`config.mk`:
```
export PLATFORM = sky130hd
export DESIGN_NAME = dss_serial_ctrl
export DESIGN_NICKNAME = d
export VERILOG_FILES = /design/src/core/dss_pkg.sv /design/src/core/dss_ratio_divider.sv /design/src/core/dss_serial_ctrl.sv
export VERILOG_INCLUDE_DIRS = /design/src /design/src/core
export SDC_FILE = /design/constraint.sdc
export NUM_CORES = 1
export LEC_CHECK = 0
export BUFFER_PORTS_ARGS = -buffer_cell sky130_fd_sc_hd__buf_2
export CAP_MARGIN = 0
export CORE_MARGIN = 1.5
export CORE_UTILIZATION = 38
export DETAILED_ROUTE_END_ITERATION = 16
export PLACE_DENSITY = 0.59
export SLEW_MARGIN = 20
export SYNTH_ARGS = -nofsm -noshare
export SYNTH_HDL_FRONTEND = slang
export SYNTH_SLANG_ARGS = --single-unit
```
`constraint.sdc`:
```
create_clock -name clk -period 2.6 [get_ports clk]
set_input_delay 0.13 -clock clk [delete_from_list [all_inputs] [get_ports clk]]
set_output_delay 0.13 -clock clk [all_outputs]
set_load 0.05 [all_outputs]
```
`src/core/dss_defines.svh`:
```
// Constants of the dual synthesizer serial control block
// Function
// - Frames shift in MSB first: data field leading, four address bits last.
// - Keep only the last 21 bits shifted; never count clock pulses.
// - Clock edges ignored while enable high; frame latched on enable rising.
// - Register contents survive software or hardware power-down untouched.
// - Address 1 is the control register: loop, lock select, pump ratio.
// - Address 5 loads the principal reference ratio directly from data.
// - Address 8 loads the converter code from the low data bits.
// - Power-up presets principal main to 4500, principal reference to 65.
// - Power-up presets auxiliary main to 8000, auxiliary reference to 1040.
// - Power-up: control all ones except lock select; converter and test zero.
// - Auxiliary reference divider counts on the opposite reference edge.
// - Each phase detector pulses toward the unlock pin on phase difference.
// - Unlock pin is open drain, pulls low only, external pull-up.
// - Lock select: 00 off, aux only, principal only, or both loops.
// - Converter code 00 minimum, 7f full scale times 127/128, monotonic.
// - Loops run while their shutdown bits and power-down pins are all low.
`ifndef DSS_DEFINES_SVH
`define DSS_DEFINES_SVH

// ****************************************
// Frame layout
// ****************************************
`define DSS_FRAME_W 21
`define DSS_DATA_W 17
`define DSS_ADDR_W 4
`define DSS_DAC_W 7

// ****************************************
// Register addresses
// ****************************************
`define DSS_ADDR_TEST 4'h0
`define DSS_ADDR_CTRL 4'h1
`define DSS_ADDR_PMAIN 4'h4
`define DSS_ADDR_PREF 4'h5
`define DSS_ADDR_AMAIN 4'h6
`define DSS_ADDR_AREF 4'h7
`define DSS_ADDR_DAC 4'h8

// ****************************************
// Control field positions
// ****************************************
`define DSS_CTRL_LOCKP_BIT 12
`define DSS_CTRL_LOCKS_BIT 11
`define DSS_CTRL_PUMP_LSB 9
`define DSS_CTRL_PSHUT_BIT 8
`define DSS_CTRL_SSHUT_BIT 7

// ****************************************
// Power-up values
// ****************************************
`define DSS_RST_TEST 17'h00000
`define DSS_RST_CTRL 17'h1e7ff
`define DSS_RST_PMAIN 17'h01194
`define DSS_RST_PREF 17'h00041
`define DSS_RST_AMAIN 17'h01f40
`define DSS_RST_AREF 17'h00410
`define DSS_RST_DAC 7'h00

// ****************************************
// Pin sampling slots
// ****************************************
`define DSS_PIN_N 8
`define DSS_PIN_DATA 0
`define DSS_PIN_CLK 1
`define DSS_PIN_EN 2
`define DSS_PIN_REF 3
`define DSS_PIN_PRF 4
`define DSS_PIN_ARF 5
`define DSS_PIN_PPD 6
`define DSS_PIN_SPD 7
// Enable slot starts high, its idle level, so no false frame load follows reset
`define DSS_PIN_RST 8'h04

// ****************************************
// Enable gap, host side figure
// ****************************************
`define DSS_GAP_NS 4000
`define DSS_CLK_NS 10
`define DSS_GAP_CYC ((`DSS_GAP_NS + `DSS_CLK_NS - 1) / `DSS_CLK_NS)

`endif

```
`src/core/dss_pkg.sv`:
```
// Types shared by the dual synthesizer serial control block
`include "dss_defines.svh"
package dss_pkg;

    typedef struct packed {
        logic [`DSS_DATA_W-1:0] data;
        logic [`DSS_ADDR_W-1:0] addr;
    } dss_frame_s;

    typedef struct packed {
        logic [3:0] spareHigh;
        logic lockFlagPrimary;
        logic lockFlagSecondary;
        logic [1:0] pumpRatio;
        logic primaryLoopShutdown;
        logic secondaryLoopShutdown;
        logic [6:0] spareLow;
    } dss_ctrl_s;

    typedef struct packed {
        logic up;
        logic down;
    } dss_loop_s;

endpackage : dss_pkg

```
`src/core/dss_ratio_divider.sv`:
```
// Programmable ratio divider counting input ticks
`timescale 1ns/1ns
`include "dss_defines.svh"
module dss_ratio_divider (
    input wire logic clk,
    input wire logic arst_n,
    input wire logic tick,
    input wire logic runEn,
    input wire logic [`DSS_DATA_W-1:0] ratio,
    output logic terminal
);

    logic [`DSS_DATA_W-1:0] count_q;
    logic [`DSS_DATA_W-1:0] count_d;
    logic terminal_q;
    logic terminal_d;

    // New ratio only takes effect at the next reload, so a frame mid-count never truncates a cycle
    always_comb begin
        count_d = count_q;
        terminal_d = 1'b0;
        if (!runEn) begin
            count_d = '0;
        end else if (tick) begin
            if (count_q == '0) begin
                terminal_d = 1'b1;
                count_d = (ratio == '0) ? '0 : `DSS_DATA_W'(ratio - `DSS_DATA_W'h1);
            end else begin
                count_d = `DSS_DATA_W'(count_q - `DSS_DATA_W'h1);
            end
        end
    end

    always_ff @(posedge clk or negedge arst_n) begin
        if (!arst_n) begin
            count_q <= '0;
            terminal_q <= 1'b0;
        end else begin
            count_q <= count_d;
            terminal_q <= terminal_d;
        end
    end

    assign terminal = terminal_q;

endmodule : dss_ratio_divider

```
`src/core/dss_serial_ctrl.sv`:
```
// Serial programming, register latches, dividers and unlock output of the dual synthesizer
`timescale 1ns/1ns
`include "dss_defines.svh"
module dss_serial_ctrl (
    input wire logic clk,
    input wire logic arst_n,
    input wire logic serData,
    input wire logic serClk,
    input wire logic serEnable_n,
    input wire logic referenceInput,
    input wire logic principalRfIn,
    input wire logic auxiliaryRfIn,
    input wire logic primaryPowerDown,
    input wire logic secondaryPowerDown,
    input wire logic unlockIndicatorPinIn,
    output logic unlockIndicatorPinOut,
    output logic unlockIndicatorPinOe_n,
    output logic principalPumpUp,
    output logic principalPumpDown,
    output logic auxiliaryPumpUp,
    output logic auxiliaryPumpDown,
    output logic [1:0] pumpRatio,
    output logic [`DSS_DAC_W-1:0] converterCode,
    output logic principalActive,
    output logic auxiliaryActive,
    output logic testModeActive
);

    // ****************************************
    // Helpers
    // ****************************************
    function automatic logic riseOf(input logic [`DSS_PIN_N-1:0] now, input logic [`DSS_PIN_N-1:0] prev,
                                    input int idx);
        riseOf = now[idx] & ~prev[idx];
    endfunction : riseOf

    // Three-state detector: both flags set means the edges met, so both clear together
    function automatic dss_pkg::dss_loop_s pfdNext(input dss_pkg::dss_loop_s cur, input logic refP,
                                                   input logic fbP, input logic run);
        dss_pkg::dss_loop_s nxt;
        nxt.up = cur.up | refP;
        nxt.down = cur.down | fbP;
        if (!run || (nxt.up && nxt.down)) begin
            nxt = '0;
        end
        pfdNext = nxt;
    endfunction : pfdNext

    // ****************************************
    // Pin synchronisers
    // ****************************************
    logic [`DSS_PIN_N-1:0] pinRaw;
    logic [`DSS_PIN_N-1:0] pinSync1_q;
    logic [`DSS_PIN_N-1:0] pinSync1_d;
    logic [`DSS_PIN_N-1:0] pinSync2_q;
    logic [`DSS_PIN_N-1:0] pinSync2_d;
    logic [`DSS_PIN_N-1:0] pinSync3_q;
    logic [`DSS_PIN_N-1:0] pinSync3_d;

    assign pinRaw = {secondaryPowerDown, primaryPowerDown, auxiliaryRfIn, principalRfIn,
                     referenceInput, serEnable_n, serClk, serData};

    always_comb begin
        pinSync1_d = pinRaw;
        pinSync2_d = pinSync1_q;
        pinSync3_d = pinSync2_q;
    end

    always_ff @(posedge clk or negedge arst_n) begin
        if (!arst_n) begin
            pinSync1_q <= `DSS_PIN_RST;
            pinSync2_q <= `DSS_PIN_RST;
            pinSync3_q <= `DSS_PIN_RST;
        end else begin
            pinSync1_q <= pinSync1_d;
            pinSync2_q <= pinSync2_d;
            pinSync3_q <= pinSync3_d;
        end
    end

    // Pin rates are limited to well under half the system clock; faster inputs alias
    logic shiftTick;
    logic loadPulse;
    logic refRise;
    logic refFall;
    logic prFbTick;
    logic auxFbTick;
    logic principalRun;
    logic auxiliaryRun;

    assign shiftTick = riseOf(pinSync2_q, pinSync3_q, `DSS_PIN_CLK) & ~pinSync2_q[`DSS_PIN_EN];
    assign loadPulse = riseOf(pinSync2_q, pinSync3_q, `DSS_PIN_EN);
    assign refRise = riseOf(pinSync2_q, pinSync3_q, `DSS_PIN_REF);
    assign refFall = riseOf(pinSync3_q, pinSync2_q, `DSS_PIN_REF);
    assign prFbTick = riseOf(pinSync2_q, pinSync3_q, `DSS_PIN_PRF);
    assign auxFbTick = riseOf(pinSync2_q, pinSync3_q, `DSS_PIN_ARF);

    // ****************************************
    // Programming shift register
    // ****************************************
    logic [`DSS_FRAME_W-1:0] shift_q;
    logic [`DSS_FRAME_W-1:0] shift_d;
    dss_pkg::dss_frame_s frame;

    always_comb begin
        shift_d = shift_q;
        if (shiftTick) begin
            shift_d = {shift_q[`DSS_FRAME_W-2:0], pinSync2_q[`DSS_PIN_DATA]};
        end
    end

    always_ff @(posedge clk or negedge arst_n) begin
        if (!arst_n) begin
            shift_q <= '0;
        end else begin
            shift_q <= shift_d;
        end
    end

    assign frame = shift_q;

    // ****************************************
    // Addressed latches
    // ****************************************
    logic [`DSS_DATA_W-1:0] test_q;
    logic [`DSS_DATA_W-1:0] test_d;
    dss_pkg::dss_ctrl_s ctrl_q;
    dss_pkg::dss_ctrl_s ctrl_d;
    logic [`DSS_DATA_W-1:0] prMain_q;
    logic [`DSS_DATA_W-1:0] prMain_d;
    logic [`DSS_DATA_W-1:0] prRef_q;
    logic [`DSS_DATA_W-1:0] prRef_d;
    logic [`DSS_DATA_W-1:0] auxMain_q;
    logic [`DSS_DATA_W-1:0] auxMain_d;
    logic [`DSS_DATA_W-1:0] auxRef_q;
    logic [`DSS_DATA_W-1:0] auxRef_d;
    logic [`DSS_DAC_W-1:0] dac_q;
    logic [`DSS_DAC_W-1:0] dac_d;

    // latches change only on a frame load, never on power-down
    always_comb begin
        test_d = test_q;
        ctrl_d = ctrl_q;
        prMain_d = prMain_q;
        prRef_d = prRef_q;
        auxMain_d = auxMain_q;
        auxRef_d = auxRef_q;
        dac_d = dac_q;
        if (loadPulse) begin
            case (frame.addr)
                `DSS_ADDR_TEST: test_d = frame.data;
                `DSS_ADDR_CTRL: ctrl_d = frame.data;
                `DSS_ADDR_PMAIN: prMain_d = frame.data;
                `DSS_ADDR_PREF: prRef_d = frame.data;
                `DSS_ADDR_AMAIN: auxMain_d = frame.data;
                `DSS_ADDR_AREF: auxRef_d = frame.data;
                `DSS_ADDR_DAC: dac_d = frame.data[`DSS_DAC_W-1:0];
                default: ;
            endcase
        end
    end

    always_ff @(posedge clk or negedge arst_n) begin
        if (!arst_n) begin
            test_q <= `DSS_RST_TEST;
            ctrl_q <= `DSS_RST_CTRL;
            prMain_q <= `DSS_RST_PMAIN;
            prRef_q <= `DSS_RST_PREF;
            auxMain_q <= `DSS_RST_AMAIN;
            auxRef_q <= `DSS_RST_AREF;
            dac_q <= `DSS_RST_DAC;
        end else begin
            test_q <= test_d;
            ctrl_q <= ctrl_d;
            prMain_q <= prMain_d;
            prRef_q <= prRef_d;
            auxMain_q <= auxMain_d;
            auxRef_q <= auxRef_d;
            dac_q <= dac_d;
        end
    end

    assign principalRun = ~ctrl_q.primaryLoopShutdown & ~pinSync2_q[`DSS_PIN_PPD];
    assign auxiliaryRun = ~ctrl_q.secondaryLoopShutdown & ~pinSync2_q[`DSS_PIN_SPD];

    // ****************************************
    // Dividers
    // ****************************************
    logic prRefPulse;
    logic prFbPulse;
    logic auxRefPulse;
    logic auxFbPulse;

    dss_ratio_divider uPrRef (.clk(clk), .arst_n(arst_n), .tick(refRise), .runEn(principalRun),
                              .ratio(prRef_q), .terminal(prRefPulse));
    dss_ratio_divider uPrFb (.clk(clk), .arst_n(arst_n), .tick(prFbTick), .runEn(principalRun),
                             .ratio(prMain_q), .terminal(prFbPulse));
    dss_ratio_divider uAuxRef (.clk(clk), .arst_n(arst_n), .tick(refFall), .runEn(auxiliaryRun),
                               .ratio(auxRef_q), .terminal(auxRefPulse));
    dss_ratio_divider uAuxFb (.clk(clk), .arst_n(arst_n), .tick(auxFbTick), .runEn(auxiliaryRun),
                              .ratio(auxMain_q), .terminal(auxFbPulse));

    // ****************************************
    // Phase detectors and outputs
    // ****************************************
    dss_pkg::dss_loop_s pdPrin_q;
    dss_pkg::dss_loop_s pdPrin_d;
    dss_pkg::dss_loop_s pdAux_q;
    dss_pkg::dss_loop_s pdAux_d;
    logic unlockOe_n_q;
    logic unlockOe_n_d;
    logic unlockOut_q;
    logic unlockOut_d;
    logic prinActive_q;
    logic prinActive_d;
    logic auxActive_q;
    logic auxActive_d;
    logic testActive_q;
    logic testActive_d;

    always_comb begin
        pdPrin_d = pfdNext(pdPrin_q, prRefPulse, prFbPulse, principalRun);
        pdAux_d = pfdNext(pdAux_q, auxRefPulse, auxFbPulse, auxiliaryRun);
        unlockOe_n_d = ~((ctrl_q.lockFlagPrimary & (pdPrin_q.up | pdPrin_q.down)) |
                         (ctrl_q.lockFlagSecondary & (pdAux_q.up | pdAux_q.down)));
        unlockOut_d = 1'b0;
        prinActive_d = principalRun;
        auxActive_d = auxiliaryRun;
        testActive_d = |test_q;
    end

    always_ff @(posedge clk or negedge arst_n) begin
        if (!arst_n) begin
            pdPrin_q <= '0;
            pdAux_q <= '0;
            unlockOe_n_q <= 1'b1;
            unlockOut_q <= 1'b0;
            prinActive_q <= 1'b0;
            auxActive_q <= 1'b0;
            testActive_q <= 1'b0;
        end else begin
            pdPrin_q <= pdPrin_d;
            pdAux_q <= pdAux_d;
            unlockOe_n_q <= unlockOe_n_d;
            unlockOut_q <= unlockOut_d;
            prinActive_q <= prinActive_d;
            auxActive_q <= auxActive_d;
            testActive_q <= testActive_d;
        end
    end

    assign unlockIndicatorPinOut = unlockOut_q;
    assign unlockIndicatorPinOe_n = unlockOe_n_q;
    assign principalPumpUp = pdPrin_q.up;
    assign principalPumpDown = pdPrin_q.down;
    assign auxiliaryPumpUp = pdAux_q.up;
    assign auxiliaryPumpDown = pdAux_q.down;
    assign pumpRatio = ctrl_q.pumpRatio;
    // code passed straight to the monotonic converter
    assign converterCode = dac_q;
    assign principalActive = prinActive_q;
    assign auxiliaryActive = auxActive_q;
    assign testModeActive = testActive_q;

    // ****************************************
    // Checks
    // ****************************************
    chk_shift_msb: assert property (@(posedge clk) disable iff (!arst_n)
        shiftTick |=> shift_q[0] == $past(pinSync2_q[`DSS_PIN_DATA]) && shift_q[20:1] == $past(shift_q[19:0]))
        else $error("Shift register did not take the new bit at the low end");
    chk_ignore_clk: assert property (@(posedge clk) disable iff (!arst_n)
        pinSync2_q[`DSS_PIN_EN] |=> $stable(shift_q))
        else $error("Shift register moved while enable high");
    chk_ctrl_load: assert property (@(posedge clk) disable iff (!arst_n)
        loadPulse && frame.addr == `DSS_ADDR_CTRL |=> ctrl_q == $past(frame.data))
        else $error("Control latch not loaded from frame");
    chk_pref_load: assert property (@(posedge clk) disable iff (!arst_n)
        loadPulse && frame.addr == `DSS_ADDR_PREF |=> prRef_q == $past(frame.data))
        else $error("Principal reference latch not loaded");
    chk_dac_load: assert property (@(posedge clk) disable iff (!arst_n)
        loadPulse && frame.addr == `DSS_ADDR_DAC |=> converterCode == $past(frame.data[`DSS_DAC_W-1:0]))
        else $error("Converter code not loaded");
    chk_amain_load: assert property (@(posedge clk) disable iff (!arst_n)
        loadPulse && frame.addr == `DSS_ADDR_AMAIN |=> auxMain_q == $past(frame.data) && $stable(prMain_q))
        else $error("Auxiliary main latch decode wrong");
    chk_latch_retain: assert property (@(posedge clk) disable iff (!arst_n)
        !loadPulse |=> $stable(prMain_q) && $stable(auxRef_q) && $stable(ctrl_q))
        else $error("Latch changed without a frame load");
    chk_aux_edge: assert property (@(posedge clk) disable iff (!arst_n)
        !(prRefPulse && auxRefPulse))
        else $error("Both reference dividers fired in one cycle");
    chk_unlock_src: assert property (@(posedge clk) disable iff (!arst_n)
        ctrl_q.lockFlagPrimary && pdPrin_q.up |=> !unlockIndicatorPinOe_n)
        else $error("Principal phase error did not pull unlock pin");
    chk_unlock_off: assert property (@(posedge clk) disable iff (!arst_n)
        !ctrl_q.lockFlagPrimary && !ctrl_q.lockFlagSecondary |=> unlockIndicatorPinOe_n)
        else $error("Unlock pin driven while disabled");
    chk_od_low: assert property (@(posedge clk) disable iff (!arst_n)
        !unlockIndicatorPinOe_n |-> !unlockIndicatorPinOut)
        else $error("Unlock pin driven high");
    chk_loop_run: assert property (@(posedge clk) disable iff (!arst_n)
        !ctrl_q.primaryLoopShutdown && !pinSync2_q[`DSS_PIN_PPD] |=> principalActive)
        else $error("Principal loop not running with shutdown clear");

    cov_frame_load: cover property (@(posedge clk) disable iff (!arst_n) loadPulse && frame.addr == `DSS_ADDR_PMAIN);
    cov_unlock_pull: cover property (@(posedge clk) disable iff (!arst_n) $fell(unlockIndicatorPinOe_n));
    cov_aux_pulse: cover property (@(posedge clk) disable iff (!arst_n) auxRefPulse);

endmodule : dss_serial_ctrl

```
## After elaboration in Yosys (flattened, before gate mapping)

Index checks and enable logic that the tools add are counted.

| cells by class | value |
|---|---|
| add/subtract/negate cells | 8 |
| $mul | 0 |
| divide/modulo/power cells | 0 |
| $lt $le $gt $ge | 0 |
| equal/unequal tests | 10 |
| shifts and indexed selects | 0 |
| mux-type cells | 30 |
| bitwise gates (word level) | 30 |
| reductions and logical operators | 23 |

Operator list:

| operator | number |
|---|---|
| $mux W17 | 16 |
| $logic_not A17 Y1 | 8 |
| $sub A17 B1 Y17 const B | 8 |
| $reduce_or A17 Y1 | 1 |
| $eq A4 B3 Y1 const B | 4 |
| $reduce_and A2 Y1 | 7 |
| $mux W1 | 12 |
| $not A1 Y1 | 12 |
| $and A1 B1 Y1 | 11 |
| $ne A2 B2 Y1 const B | 4 |
| $or A1 B1 Y1 | 7 |
| $eq A4 B1 Y1 const B | 1 |
| $eq A4 B4 Y1 const B | 1 |
| $logic_not A4 Y1 | 1 |
| $mux W2 | 2 |
| $logic_and A1 B1 Y1 | 2 |
| $logic_not A1 Y1 | 2 |
| $logic_or A1 B1 Y1 | 2 |

| storage, ports and cells | value |
|---|---|
| register bits after elaboration | 221 |
| latch bits | 0 |
| memory bits (writable) | 0 |
| ROM bits | 0 |
| bits of input ports | 11 |
| output and inout bits | 18 |
| word-level logic and storage cells | 132 |
| memories kept | 0 |

## Longest topological paths before layout

| logic depth | value |
|---|---|
| word-level depth | 5 |
| depth in mapped cells | 9 |
| gate-level depth less buffers | 7 |

## Modules after synthesis

A second synthesis with hierarchy kept.

| unflattened totals | value |
|---|---|
| cell total of the unflattened synthesis | 1052 |
| area, all modules | 11538.6 sq um |

By module, submodules not included:

| module | times used | cells an instance | area each (sq um) | seq. area each (sq um) |
|---|---|---|---|---|
| dss_serial_ctrl | 1 | 318 | 5422.7 | 3732.3 |
| dss_ratio_divider at uAuxFb ... | 2 | 183 | 1542.7 | 450.4 |
| dss_ratio_divider at uPrFb ... | 2 | 184 | 1515.2 | 450.4 |

## Least setup slack after synthesis

No wires, ideal clock.

| path | value |
|---|---|
| path type | register to register |
| start | reg uPrFb.count_q[0] |
| end | reg uPrFb.count_q[2] |
| setup time | 0.132 ns |
| arrival time | 1.984 ns |
| required time | 2.468 ns |
| slack | 0.483 ns |
| cell stages (with the launch flop) | 9 |
| path buffers | 1 |
| clock period less this slack | 2.117 ns |
| path through | dfrtp_1 > inv_1 > ha_1 > or4b_2 > nor4_4 > buf_4 > nor3_1 > o21ai_0 > o21ai_1 |

| between the ends | value |
|---|---|
| cells in the longest elaborated chain, start to end | 4 |
| elaborated cells between the ends (all ways) | 5 |
| those cells by class | add/sub (1); mux (3); reduce/logical (1) |

Ends and longest elaborated chain:

| element | line | RTL |
|---|---|---|
| start, declared | dss_ratio_divider.sv:13 | `` logic [`DSS_DATA_W-1:0] count_q; `` |
| start signal, assigned | dss_ratio_divider.sv:39 | `count_q <= count_d;` |
| $sub A17 B1 Y17 or $logic_not A17 Y1 (tied branches) | dss_ratio_divider.sv:29, dss_ratio_divider.sv:25 |  |
| $mux W17 (*) | dss_ratio_divider.sv:25 | `if (count_q == '0) begin` |
| $mux W17 (*) | dss_ratio_divider.sv:24 | `end else if (tick) begin` |
| $mux W17 (*) | dss_ratio_divider.sv:22 | `if (!runEn) begin` |

Mark *: on every way between the ends. The rest lies on a longest branch, timed or not. The select of a mux whose other input is x is not followed.
A chain may end at the register's enable or synchronous reset.

## Final worst setup path

| path | value |
|---|---|
| start | reg uPrFb.count_q[0] |
| end | reg uPrFb.count_q[5] |

Same word-level chain as after synthesis.

==> impl_metrics.toml <==
[synthesis]
synth_adder_area_share_pct = 1.77
synthTopCellsByCount = "197 x dfrtp_1, 120 x mux2_2, 69 x nor2_1, 53 x nand2_1, 41 x o21ai_0"
synthSimpleGateAreaFrac_pct = 18.0
synth_top_family_by_area = "simple AND/OR/NAND/NOR gates"
synth_compound_area_share_pct = 12.0
synth_seq_cells = 220
avgSynthCellArea_sq_um = 10.8
synthCells = 1047
synthFlopType = "dfrtp_1"
synth_most_common_cell = "dfrtp_1"
synth_edf_count = 0
ys_seq_area_share_pct = 48.8
yosys.area.top_type = "dfrtp_1"
syn-num-nets = 1074
ys_async_sr_fraction_pct = 100
ys_types = 75
post-synth-top-area-fraction_pct = 43.5
yosys_warnings = 0
synth-xor-area-share_pct = 4.33
synthMuxAreaShare_pct = 12.0
synth_area_sq_um = 11300
yosys-top-cells-area = "dfrtp_1 44%, mux2_2 12%, dfstp_2 5.3%"

[global_routing]
grt_max_degree = 91
busiest_layer = "met2"
grtUsageMet3_pct = 2.08
grt_use_met2_pct = 28.6
use_met1_pct = 26.9
antenna_found_initial = 1
grt_overflow = 0
first_global_vias = 8260
grt_usage_pct = 18.3
grt_pass1_wl_mm = 45.4

[setup_path]
path_cells = "inv_1 > ha_1 > or4b_2 > nor4_4 > buf_4 > nand3b_2 > a2bb2oi_1 > nand2_1"
crit_arrival_ns = 2.89
cp_top_family = "simple AND/OR/NAND/NOR gates"
startpoint_type = "flip-flop"
critPathBufInv = 2
required_ns = 3.08
cp-end-kind = "flip-flop"
cpPeakStageDelay_ns = 0.63
criticalPathCategory = "flip-flop to flip-flop"
cp_max_fo = 14
critPathSlowestCell = "or4b_2"

[route]
drt_first_pass_iters = 5
vias = 8495
drcViolationCount = 0
finalWirelength_mm = 27.7
routed_via_density = 5.62
first_iter_violations = 752
wl_per_cell_um = 18.4
drtAntennaViolNets = 0

[cells_and_area]
synthToLayoutAreaGrowth_pct = 15.1
largest_register_ffs = 21
nets = 1130
final_layout_size_suffix_gt1_share_pct = 25.9
num-fill-cells = 2811
utilization_pct = 44.2
insertedDiodeCount = 0
final_cell_area_sq_um = 13000

[cts]
cts_buffers = 25
clk_path_buf_depth = 3
clk_latency_ns = 0.54
cts_sinks = 220
post_cts_buffers = 0
cts_root_buf = "clkbuf_16"
htreeDepth = 1
cts_tree = "done"
clkTransAtPathRegs_ns = 0.06

[placement]
numPortBuffers = 26
postPlaceCellArea_sq_um = 12100
place_congestion = 0.917
dpl.hpwl_mm = 18.9

[timing]
finalSetupViolCount = 0
slew_violations = 0
timing_worst_slew_pin_value_ns = 0.800
finClkSkew_ns = 0.0242
tns_ns = 0
finalCritPeriodShare_pct = 92.7
finalCriticalPeriod_ns = 2.41
rsz0062_at_grt = "false"
hold_viol_final = 0
clock.fmax_mhz = 415
slew_headroom_pct = 46.4

[power_and_ir_drop]
p_clk_share_pct = 23.0
max-vdd-ir-drop_mv = 0.566
power.leakage_nw = 6.05
powerDensity_nw_per_um2 = 1220
power_frac_seq_pct = 30.8
p_int_w = 0.00928
switching_share_pct = 41.6
p_sw_w = 0.00662
p_total_w = 0.0159
p_comb_share_pct = 46.2

[run_status]
status = "finished clean"

[floorplanning]
die_w_um = 176
io_pins = 29
row_count = 63
die_h_um = 176
start_util_pct = 38.4
coreArea_sq_um = 29500
dieArea_sq_um = 30900

[run]
maxCapViolations = 0

[worst_hold_path]
hp-class = "input pin to asynchronous set/reset pin"
-- per-stage QoR --
stage / cells / setup slack (ns) / hold slack [ns]
after floorplan: 1047 / 0.483 / -0.166
after global placement: 1457 / 0.241 / 0.199
after detailed placement: 1457 / 0.232 / 0.203
after CTS: 1511 / 0.204 / 0.200
after global routing: 1511 / 0.0650 / 0.227
final: 1511 / 0.190 / 0.194
-- worst reg2reg max path: stages (launching register included) --
cell       delay (ns)
dfrtp_1          0.40
inv_1            0.11
ha_1             0.18
or4b_2           0.63
nor4_4           0.18
buf_4            0.25
nand3b_2         0.29
a2bb2oi_1        0.22
nand2_1          0.10
-- cell type report --
cell class | count | area [sq um] | area share (%)
inverters | 30 | 113 | 0.864
repair buffers | 79 | 586 | 4.49
multi-input cells | 747 | 5450 | 41.8
flip-flops and latches | 220 | 5530 | 42.4
well taps | 390 | 488 | 3.74
clock buffers | 33 | 706 | 5.41
clock inverters | 12 | 161 | 1.24
-- routing by layer --
| metal | wire (um) | part of all wire [%] |
|---|---|---|
| met3 | 1020 | 3.7 |
| met4 | 571 | 2.1 |
| met5 | 0 | 0 |
| met2 | 12300 | 44 |
| met1 | 13800 | 50 |
-- logic make-up (layout without fill, tap and decap cells) --
| kind of cell | after synthesis | in the layout |
|---|---|---|
| AND/OR/NAND/NOR | 354 | 354 |
| AO/OA/AOI/OAI | 199 | 199 |
| XOR/XNOR | 56 | 56 |
| flip-flops | 220 | 220 |
| buffers and inverters | 80 | 154 |
| multiplexers | 121 | 121 |
| adder cells (fa/ha/maj) | 16 | 16 |
| other | 1 | 1 |
-- layout by cell type, fill, tap and decap left out, types with 23 or more instances in the layout --
cell       instances
a21oi_1           32
buf_2             25
buf_4             42
clkbuf_16         25
dfrtp_1          197
dfstp_2           23
inv_1             29
mux2_2           120
nand2_1           53
nand3_1           25
nor2_1            69
nor3_1            40
nor4_1            36
o21ai_0           41
or4_1             25
xnor2_1           31
xor2_1            25
-- timing repair --
action / CTS / global route
gates resized for setup: 0 / 0
hold buffers: 9 / 0
hold endpoints to repair: 84 / 0
-- power groups by stage --
stage / clock, W / combinational [W] / sequential, W
6_report: 0.00366 / 0.00734 / 0.00490
4_1_cts: 0.00376 / 0.00730 / 0.00488
3_5_place_dp: 0 / 0.00726 / 0.00493
2_1_floorplan: 0 / 0.00548 / 0.00470
3_3_place_gp: 0 / 0.00718 / 0.00492
5_1_grt: 0.00390 / 0.00814 / 0.00501
-- worst paths after layout --
path                            slack (ns)  cells past startpoint          endpoint        startpoint
max in group asynchronous             1.48                      3       prMain_q[2]            arst_n
min in group clk                      0.22                      2     pinSync1_q[6]  primaryPowerDown
worst max-delay path                  0.19                      8  uPrFb.count_q[5]  uPrFb.count_q[0]
worst max register to register        0.19                      8  uPrFb.count_q[5]  uPrFb.count_q[0]
worst min register to register        0.35                      0     pinSync2_q[0]     pinSync1_q[0]
worst min-delay path                  0.19                      2     pinSync1_q[7]            arst_n
Note: power is estimated with default switching activity, not from simulation.
